<file path="config.mk">
export PLATFORM = sky130hd
export DESIGN_NAME = dmx_dram_ctrl
export DESIGN_NICKNAME = d
export VERILOG_FILES = /design/src/hw/dmx_pkg.sv /design/src/hw/dmx_dram_ctrl.sv /design/src/hw/dmx_sync.sv
export SDC_FILE = /design/constraint.sdc
export NUM_CORES = 1
export LEC_CHECK = 0
export ABC_AREA = 1
export BUFFER_PORTS_ARGS = -buffer_cell sky130_fd_sc_hd__buf_2
export CAP_MARGIN = 25
export CORE_MARGIN = 2
export CORE_UTILIZATION = 45
export DETAILED_ROUTE_END_ITERATION = 6
export GPL_TIMING_DRIVEN = 0
export MAX_ROUTING_LAYER = met4
export PLACE_DENSITY = 0.79
export SYNTH_ARGS = -nofsm -noshare
export SYNTH_HDL_FRONTEND = slang
export SYNTH_SLANG_ARGS = --single-unit
</file>
<file path="constraint.sdc">
create_clock -name clk -period 3.35 [get_ports clk]
set_clock_uncertainty 0.05 [all_clocks]
set_input_delay 0.67 -clock clk [delete_from_list [all_inputs] [get_ports clk]]
set_output_delay 0.67 -clock clk [all_outputs]
set_load 0.05 [all_outputs]
</file>
<file path="src/hw/dmx_pkg.sv">
// constants and types shared by the dram mux/timing block
// What this block does
// - dram enable maps area one to dram
// - mux enable sends row then column
// - shift select picks 8, 9, 10 bits
// - shift 00 puts A23-A8 on pins A15-A0
// - column phase drives A21-A0 unshifted
// - pitch bit 0 gives one column state
// - pitch bit 1 gives two column states
// - cas high duty bit is not used; cas spans whole states
// - precharge lasts one or two states
// - wait bit 0 ignores wait pin
// - wait bit 1 samples wait, inserts states
// - wait high releases to final column state
// - cpu read long pitch adds refresh waits
// - byte strobe style selects cas/we set
package dmx_pkg;
  localparam int ADDR_W      = 24;
  localparam int PIN_W       = 22;
  localparam logic [1:0] SHIFT_8  = 2'h0;
  localparam logic [1:0] SHIFT_9  = 2'h1;
  localparam logic [1:0] SHIFT_10 = 2'h2;
  localparam logic [1:0] CYC_CPU_RD = 2'h0;
  localparam logic [1:0] CYC_CPU_WR = 2'h1;
  localparam logic [1:0] CYC_DMA_RD = 2'h2;
  localparam logic [1:0] CYC_DMA_WR = 2'h3;
  localparam logic [2:0] DUTY_PH_50 = 3'h3; // cas high phases of six for 50%
  localparam logic [2:0] DUTY_PH_35 = 3'h2; // two of six, about 35%
  localparam logic [2:0] DUTY_PHASES = 3'h6;
  typedef enum logic [2:0] {
    DMX_IDLE  = 3'b000,
    DMX_ROW   = 3'b001,
    DMX_COL1  = 3'b010,
    DMX_WAIT  = 3'b011,
    DMX_COL2  = 3'b100,
    DMX_PRE   = 3'b101,
    DMX_RFWT  = 3'b110
  } dmx_state_t;
endpackage

</file>
<file path="src/hw/dmx_dram_ctrl.sv">
// dram address mux and cycle timing for area one
`timescale 1ns/1ps
module dmx_dram_ctrl
  (
    input  wire logic                         clk,                   // system clock, 50 MHz
    input  wire logic                         srst,                  // sync reset, active high
    input  wire logic                         ce,                    // clock enable, freezes state when low
    input  wire logic                         dram_space_enable,     // area one is dram
    input  wire logic                         row_col_mux_enable,    // multiplex row/column
    input  wire logic                         row_shift_sel_hi,      // shift select high bit
    input  wire logic                         row_shift_sel_lo,      // shift select low bit
    input  wire logic                         cpu_read_long_pitch,   // cpu read pitch/wait bit
    input  wire logic                         cpu_write_long_pitch,  // cpu write pitch/wait bit
    input  wire logic                         dma_read_long_pitch,   // dma read pitch/wait bit
    input  wire logic                         dma_write_long_pitch,  // dma write pitch/wait bit
    input  wire logic                         cas_high_duty_select,  // 1: 35% cas high duty; not used, cas spans whole states
    input  wire logic                         precharge_length_select, // 1: two precharge states
    input  wire logic                         refresh_wait_count_hi, // refresh wait count high bit
    input  wire logic                         refresh_wait_count_lo, // refresh wait count low bit
    input  wire logic                         byte_strobe_style_select, // 1: dual write strobes
    input  wire logic                         reqValid,              // access request, held until ack
    input  wire logic                         reqArea1,              // request targets area one
    input  wire logic [1:0]                   reqCycle,              // cycle type
    input  wire logic [dmx_pkg::ADDR_W-1:0]   reqAddr,               // logical address
    input  wire logic                         reqWide,               // 16-bit space
    input  wire logic [1:0]                   reqBytes,              // byte lanes, bit1 upper
    input  wire logic                         refreshReq,            // cbr refresh request, held until ack
    input  wire logic                         waitPin_n,             // external wait pin, low waits
    output logic                              reqReady,              // request accepted this cycle
    output logic                              refreshAck,            // refresh accepted this cycle
    output logic                              dramBusy,              // dram cycle in progress
    output logic [dmx_pkg::PIN_W-1:0]         addrPins,              // address pins
    output logic                              ras_n,                 // row strobe
    output logic                              casHigh_n,             // upper column strobe
    output logic                              casLow_n,              // lower column strobe
    output logic                              wrHigh_n,              // upper write strobe
    output logic                              wrLow_n,               // lower write strobe
    output logic                              cycleDone              // access finished pulse
  );
  import dmx_pkg::*;

  dmx_state_t stateReg;
  dmx_state_t stateNext;
  logic [ADDR_W-1:0] addrReg;
  logic [1:0]        cycleReg;
  logic              wideReg;
  logic [1:0]        bytesReg;
  logic              refreshReg;
  logic              preCntReg;
  logic [1:0]        rfCntReg;
  logic              waitSync_n;
  logic              longPitch;
  logic              isWrite;
  logic              casOn;
  logic [PIN_W-1:0]  rowAddr;

  // wait pin comes from outside, so it is resynchronised
  dmx_sync #(.RST_VAL(1'b1)) waitSyncInst
  (
    .clk  (clk),
    .srst (srst),
    .ce   (ce),
    .din  (waitPin_n),
    .dout (waitSync_n)
  );

  // per cycle type pitch bit also enables wait sampling
  always_comb
  begin
    case (cycleReg)
      CYC_CPU_RD: longPitch = cpu_read_long_pitch;
      CYC_CPU_WR: longPitch = cpu_write_long_pitch;
      CYC_DMA_RD: longPitch = dma_read_long_pitch;
      default:    longPitch = dma_write_long_pitch;
    endcase
  end
  assign isWrite = (cycleReg == CYC_CPU_WR) || (cycleReg == CYC_DMA_WR);

  // refresh has priority over a pending access
  assign refreshAck = ce && (stateReg == DMX_IDLE) && refreshReq && dram_space_enable;
  assign reqReady   = ce && (stateReg == DMX_IDLE) && !refreshAck && reqValid && reqArea1 && dram_space_enable;
  assign dramBusy   = (stateReg != DMX_IDLE);

  // next state, one transition per clock state
  always_comb
  begin
    stateNext = stateReg;
    case (stateReg)
      DMX_IDLE:
      begin
        if (refreshAck || reqReady)
          stateNext = DMX_ROW;
      end
      DMX_ROW:
      begin
        if (refreshReg)
          stateNext = ({refresh_wait_count_hi, refresh_wait_count_lo} != 2'h0 && cpu_read_long_pitch)
                      ? DMX_RFWT : DMX_PRE;
        else
          stateNext = DMX_COL1;
      end
      DMX_COL1:
      begin
        if (!longPitch)
          stateNext = DMX_PRE;
        else if (!waitSync_n)
          stateNext = DMX_WAIT;
        else
          stateNext = DMX_COL2;
      end
      DMX_WAIT:
      begin
        if (waitSync_n)
          stateNext = DMX_COL2;
      end
      DMX_COL2:  stateNext = DMX_PRE;
      DMX_RFWT:
      begin
        if (rfCntReg == 2'h1)
          stateNext = DMX_PRE;
      end
      DMX_PRE:
      begin
        if (!precharge_length_select || preCntReg)
          stateNext = DMX_IDLE;
      end
      default:   stateNext = DMX_IDLE;
    endcase
  end

  // state register
  always_ff @(posedge clk)
  begin
    if (srst)
      stateReg <= DMX_IDLE;
    else if (ce)
      stateReg <= stateNext;
  end

  // latch request at acceptance so the host may move on
  always_ff @(posedge clk)
  begin
    if (srst)
    begin
      addrReg    <= '0;
      cycleReg   <= CYC_CPU_RD;
      wideReg    <= 1'b0;
      bytesReg   <= 2'h0;
      refreshReg <= 1'b0;
    end
    else if (ce && (refreshAck || reqReady))
    begin
      addrReg    <= reqAddr;
      cycleReg   <= reqCycle;
      wideReg    <= reqWide;
      bytesReg   <= reqBytes;
      refreshReg <= refreshAck;
    end
  end

  // precharge and refresh wait counters
  always_ff @(posedge clk)
  begin
    if (srst)
    begin
      preCntReg <= 1'b0;
      rfCntReg  <= 2'h0;
    end
    else if (ce)
    begin
      preCntReg <= (stateReg == DMX_PRE) ? ~preCntReg : 1'b0;
      if (stateReg == DMX_ROW)
        rfCntReg <= {refresh_wait_count_hi, refresh_wait_count_lo};
      else if (stateReg == DMX_RFWT)
        rfCntReg <= rfCntReg - 2'h1;
    end
  end

  // row address by shift count; pins above the row read zero (undefined allowed)
  always_comb
  begin
    rowAddr = '0;
    case ({row_shift_sel_hi, row_shift_sel_lo})
      SHIFT_8:  rowAddr[15:0] = addrReg[23:8];
      SHIFT_9:  rowAddr[14:0] = addrReg[23:9];
      SHIFT_10: rowAddr[13:0] = addrReg[23:10];
      default:  rowAddr = addrReg[PIN_W-1:0];
    endcase
  end

  // cas active in DMX_WAIT and DMX_COL2, and in DMX_COL1 only at short pitch; a short pitch column state must always strobe,
  // the duty bit only moves the fall point inside one state, finer than a clock,
  // so at whole-state resolution cas is low across the full short column state
  always_comb
  begin
    casOn = 1'b0;
    case (stateReg)
      DMX_COL1:           casOn = !longPitch;
      DMX_WAIT, DMX_COL2: casOn = 1'b1;
      default:            casOn = 1'b0;
    endcase
  end

  // registered pin outputs
  always_ff @(posedge clk)
  begin
    if (srst)
    begin
      addrPins  <= '0;
      ras_n     <= 1'b1;
      casHigh_n <= 1'b1;
      casLow_n  <= 1'b1;
      wrHigh_n  <= 1'b1;
      wrLow_n   <= 1'b1;
      cycleDone <= 1'b0;
    end
    else if (ce)
    begin
      cycleDone <= (stateReg == DMX_PRE) && (stateNext == DMX_IDLE);
      if (stateReg == DMX_ROW && !refreshReg && row_col_mux_enable)
        addrPins <= rowAddr;
      else
        addrPins <= addrReg[PIN_W-1:0];
      if (refreshReg)
      begin
        // cas before ras: both column strobes fall first
        casLow_n  <= !(stateReg == DMX_ROW || stateReg == DMX_RFWT);
        casHigh_n <= !(stateReg == DMX_ROW || stateReg == DMX_RFWT);
        ras_n     <= !(stateReg == DMX_RFWT);
        wrHigh_n  <= 1'b1;
        wrLow_n   <= 1'b1;
      end
      else
      begin
        ras_n <= !(stateReg == DMX_ROW || stateReg == DMX_COL1 ||
                   stateReg == DMX_WAIT || stateReg == DMX_COL2);
        if (wideReg && !byte_strobe_style_select)
        begin
          casHigh_n <= !(casOn && bytesReg[1]);
          casLow_n  <= !(casOn && bytesReg[0]);
          wrHigh_n  <= 1'b1;
          wrLow_n   <= !(casOn && isWrite);
        end
        else if (wideReg)
        begin
          casHigh_n <= 1'b1;
          casLow_n  <= !casOn;
          wrHigh_n  <= !(casOn && isWrite && bytesReg[1]);
          wrLow_n   <= !(casOn && isWrite && bytesReg[0]);
        end
        else
        begin
          casHigh_n <= 1'b1;
          casLow_n  <= !casOn;
          wrHigh_n  <= 1'b1;
          wrLow_n   <= !(casOn && isWrite);
        end
      end
    end
  end
endmodule

</file>
<file path="src/hw/dmx_sync.sv">
// two flip-flop synchroniser for a pin level
`timescale 1ns/1ps
module dmx_sync
  #(parameter logic RST_VAL = 1'b1)
  (
    input  wire logic clk,   // system clock
    input  wire logic srst,  // sync reset
    input  wire logic ce,    // clock enable
    input  wire logic din,   // async level
    output logic      dout   // synchronised level
  );
  logic stage1Reg;
  // first stage feeds only the second
  always_ff @(posedge clk)
  begin
    if (srst)
    begin
      stage1Reg <= RST_VAL;
      dout      <= RST_VAL;
    end
    else if (ce)
    begin
      stage1Reg <= din;
      dout      <= stage1Reg;
    end
  end
endmodule

</file>
# After elaboration in Yosys (flattened, before gate mapping)
# Index checks and enable logic that the tools add are counted.
totals:
  word_cells: 111
  register_bits: 66
  inputBits: 49
  out_inout_bits: 31
classes:
  mux: 30
  n_reduce_logical: 50
  n_bitwise: 1
  n_addsub: 1
  n_eq_ne: 12
ops:
  columns: ["op", "n"]
  rows:
  - ["14-bit one-hot mux with 3 select lines", 1]
  - ["22-bit two-way mux", 1]
  - ["3-bit two-way mux", 7]
  - ["3-bit one-hot mux with 7 select lines", 1]
  - ["1-bit logical AND", 18]
  - ["1-bit logical NOT", 14]
  - ["1-bit two-way mux", 12]
  - ["3-bit == test (second input constant)", 3]
  - ["1-bit logical OR", 7]
  - ["2-bit by 1-bit == test with 1-bit output (second input constant)", 3]
  - ["2-bit == test (second input constant)", 3]
  - ["3-bit by 2-bit == test with 1-bit output (second input constant)", 2]
  - ["3-bit logical NOT", 2]
  - ["2-bit two-way mux", 3]
  - ["6-bit two-way mux", 1]
  - ["1-bit one-hot mux with 3 select lines", 2]
  - ["2-bit logical NOT", 2]
  - ["1-bit one-hot mux with 2 select lines", 2]
  - ["2-bit nonzero test", 2]
  - ["2-bit OR reduction", 2]
  - ["3-bit by 1-bit == test with 1-bit output (second input constant)", 1]
  - ["3-bit nonzero test", 1]
  - ["3-bit OR reduction", 1]
  - ["2-bit AND reduction", 1]
  - ["2 further kinds", 2]

# Logic depth before layout (Yosys ltp)
logic_depth:
  depth_word: 14
  depth_mapped: 11
  depth_no_buf: 11

# By module
# From an unflattened synthesis, not the netlist that was laid out.
unflattened:
  cells_unflattened: 472
  area_unflattened_um2: 3304.4
modules_own_cells:
  columns: ["module", "n_inst", "area_each_um2", "cells_each", "seq_area_each_um2"]
  rows:
  - ["dmx_dram_ctrl", 1, 3231.8, 462, 1281.2]
  - ["dmx_sync", 1, 72.6, 10, 40.0]

# Worst setup path before layout
# No wires, ideal clock.
synth_path:
  path_type: "register to output"
  start: "register stateReg[1]"
  end: "output refreshAck"
  stages_incl_launch_ff: 6
  required_ns: 2.630
  t_arrival_ns: 1.374
  path_slack_ns: 1.256
  n_path_buf: 0
  path_cell_list: "dfxtp_1 nor2_1 nand2_2 nor2_4 nand2_1 inv_1"
synth_between:
  elab_chain_len: 4
synth_rtl:
  columns: ["element", "line_no", "source"]
  rows:
  - ["start, declared", "dmx_dram_ctrl.sv:42", "dmx_state_t stateReg;"]
  - ["start signal, assigned", "dmx_dram_ctrl.sv:137", "stateReg <= stateNext;"]
  - ["3-bit logical NOT", "dmx_dram_ctrl.sv:80", "assign refreshAck = ce && (stateReg == DMX_IDLE) && refreshReq && dram_space_enable;"]
  - ["1-bit logical AND (3 in a row)", "dmx_dram_ctrl.sv:80", null]
  - ["end, declared", "dmx_dram_ctrl.sv:30", "output logic refreshAck,"]
# No other way between the ends.

# Worst setup path after layout
layout_path:
  start: "register stateReg[1]"
  end: "output reqReady"
layout_between:
  elab_chain_len: 9
layout_rtl:
  columns: ["element", "line_no", "source"]
  rows:
  - ["3-bit logical NOT *", "dmx_dram_ctrl.sv:80, dmx_dram_ctrl.sv:81", null]
  - ["1-bit logical AND *", "dmx_dram_ctrl.sv:80, dmx_dram_ctrl.sv:81", null]
  - ["1-bit logical AND (2 in a row)", "dmx_dram_ctrl.sv:80", null]
  - ["1-bit logical NOT", "dmx_dram_ctrl.sv:81", "assign reqReady = ce && (stateReg == DMX_IDLE) && !refreshAck && reqValid && reqArea1 && dram_space_enable;"]
  - ["1-bit logical AND * (4 in a row)", "dmx_dram_ctrl.sv:81", null]
  - ["end, declared", "dmx_dram_ctrl.sv:29", "output logic reqReady,"]
# Mark *: on every way between the ends. The rest lies on a longest branch, timed or not.

==> out/qor.yml <==
fmax_mhz: 397.5
period_share: 0.7509
port_buffers: 78
p_leak_nw: 1.820
cp_slowest_cell: "dfxtp_1"
num_rows: 31
path_class: "reg2out"
yosys.area_share.simple: 0.2358
synth_seq_cells: 66
hold_violations: 0
slowest_delay_ps: 380
finalSetupViolCount: 0
cts_tree: "built"
drcViolationCount: 0
start_kind: "register"
drtIter0Drc: 236
grt_pass1_wl_um: 14750
max_slew_margin: 0.5881
gp_congestion: 0.9341
rsz0062_at_grt: "no"
first_pass_iters: 5
antenna_found_initial: 0
dieArea_mm2: 0.007974
vias: 3332
yosys.area_share.adder: 0.003821
core_mm2: 0.007137
syn_area_mm2: 0.003274
hp-class: "reg2reg"
synth_top_family_by_area: "compound AO/OA/AOI/OAI gates"
crit_fanout: 7
maxCapViolCount: 0
critPathCaptureType: "output port"
hold_buffers: 0
wl_per_cell_um: 13.87
hpwl_um: 6929
antenna_left: 0
synth_mux_area_frac: 0
drive_gt1_frac: 0.2424
worstMarginPinSlew_ps: 617.8
cts.repair.resized: 0
routed_via_density: 5.079
clockRootBuffer: "clkbuf_8"
fp.dieH_um: 89.30
clock-sinks: 66
grt_use_total: 0.2491
power.density_mw_per_mm2: 516.5
syn_inst: 463
total_power_mw: 2.087
crit_family: "simple AND/OR/NAND/NOR gates"
crit_top_cell: "nor2_4"
grt_pass1_vias: 3142
cp.arrival_ps: 1800
clk_latency_ps: 340
required_ps: 2630
start_util: 0.4588
fin_area_mm2: 0.004040
status: "finished, final reports clean"
cts_setup_buffers: 0
yosys.area_share.xor_xnor: 0
vdd.ir_drop.worst_mv: 0.2896
num-nets-final: 602
cts_htree_levels: 3
synth_seq_area_share: 0.4035
pin_count: 80
yosys_warnings: 0
crit_chain: "nor2_1 > nand2_2 > nor2_4 > nand2_1 > nor2_4 > buf_2"
cts.path.max_buffers: 2
synth_compound_area_frac: 0.2457
grt_max_degree: 13
ys_types: 38
setup_tns_ps: 0
syn_nets: 513
slew_violations: 0
cts.clk_slew.worst_paths_ps: 70
dpl_cell_area_mm2: 0.003789
worst-path-buf-inv: 1
numCtsBuffers: 9
period_minus_slack_ps: 2516
drt-total-wl_um: 9098
grt-ovfl-total: 0
insertedDiodeCount: 0
die_x_um: 89.30
dp_worst_setup_slack_ps: 871.2
synthToLayoutAreaGrowth_pct: 23.39
setup_ws_ps: 834.5
synth.avg_cell_area_um2: 7.072
-- metrics by stage --
| step | hold WS [ps] | util | std cells |
|---|---|---|---|
| after global routing | 430.3 | 0.5661 | 656 |
| after floorplan | 379.2 | - | 463 |
| after global placement | 392.5 | 0.5309 | 640 |
| final | 407.7 | 0.5661 | 656 |
| after detailed placement | 397.5 | 0.5309 | 640 |
| after CTS | 407.3 | 0.5661 | 656 |
-- cell families after synthesis --
logic type / count (synthesis)
flops: 66
simple gates: 174
buf+inv: 78
compound gates: 144
fa+ha+maj: 1
-- worst min-delay path, stage by stage (launching register included) --
cell and delay [ps]:
dfxtp_1 300, inv_1 60, a21oi_1 60
-- power breakdown --
group	internal [mW]	leakage, nW	total [mW]	switching, mW
combinational	0.121	1.16	0.387	0.266
clock	0.516	0.119	0.835	0.319
sequential	0.835	0.542	0.865	0.0307
-- area by class of cell --
type / instances / area, um^2
fill: 716 / 3097
multi-input combinational: 319 / 1589
sequential: 66 / 1321
timing repair buffer: 78 / 390.4
inverter: 54 / 212.7
buffer: 24 / 151.4
clock buffer: 10 / 137.6
tap: 99 / 123.9
clock inverter: 6 / 113.9
-- cells in the mapped netlist (all sizes together) --
cell type / n / area, um^2
inv: 53 / 204.0
o21a: 2 / 15.01
nor2: 55 / 240.2
o22ai: 7 / 43.79
a31oi: 3 / 18.77
a21oi: 53 / 269.0
buf: 14 / 112.6
clkbuf: 10 / 38.78
clkinv: 1 / 8.760
and3: 1 / 6.260
nand3: 21 / 117.6
nand3b: 1 / 7.510
dfxtp: 66 / 1321
ha: 1 / 12.51
nand4: 4 / 25.02
nand2: 84 / 335.3
nor3: 8 / 40.04
o21ai: 74 / 400.4
o211ai: 5 / 57.56
-- placed cells by master, fill, tap and decap left out, types with 2 or more instances in the layout --
cell         n
clkbuf_8    10
nand2_1     80
clkbuf_1     9
nor2_1      51
nor3_1       8
o21a_1       2
clkinv_4     2
inv_1       46
nand2_4      2
clkinvlp_4   2
dfxtp_1     66
bufinv_16    3
buf_1        2
buf_2       83
inv_2        6
nor2_4       2
o211ai_2     4
a21oi_1     52
o21ai_1     36
buf_6        2
buf_4        3
nand4_1      4
nand3_1     20
o22ai_1      7
o21ai_2      5
o21ai_0     32
nand2_2      2
a31oi_1      3
-- final timing paths --
path | start | cells after the start | slack (ps) | endpoint
worst max-delay path | stateReg[1] | 6 | 830 | reqReady
worst min-delay path | addrReg[0] | 2 | 410 | addrReg[0]
worst max register to register | stateReg[1] | 8 | 1680 | wrHigh_n
worst min register to register | addrReg[0] | 2 | 410 | addrReg[0]
-- layer usage --
layer / vias up / global-route usage / wire (um)
met3: 15 / 0.03693 / 571
met5: - / - / 0
met1: 1503 / 0.3364 / 4244
met2: 113 / 0.3811 / 4124
met4: 0 / 0.08684 / 157
li1: 1701 / - / -
-- flip-flops by register name, indices dropped and copies added, names as in the netlist, 2 cells and up --
name      count
addrPins     22
addrReg      24
bytesReg      2
cycleReg      2
rfCntReg      2
stateReg      3
(Power assumes the default switching activity.)
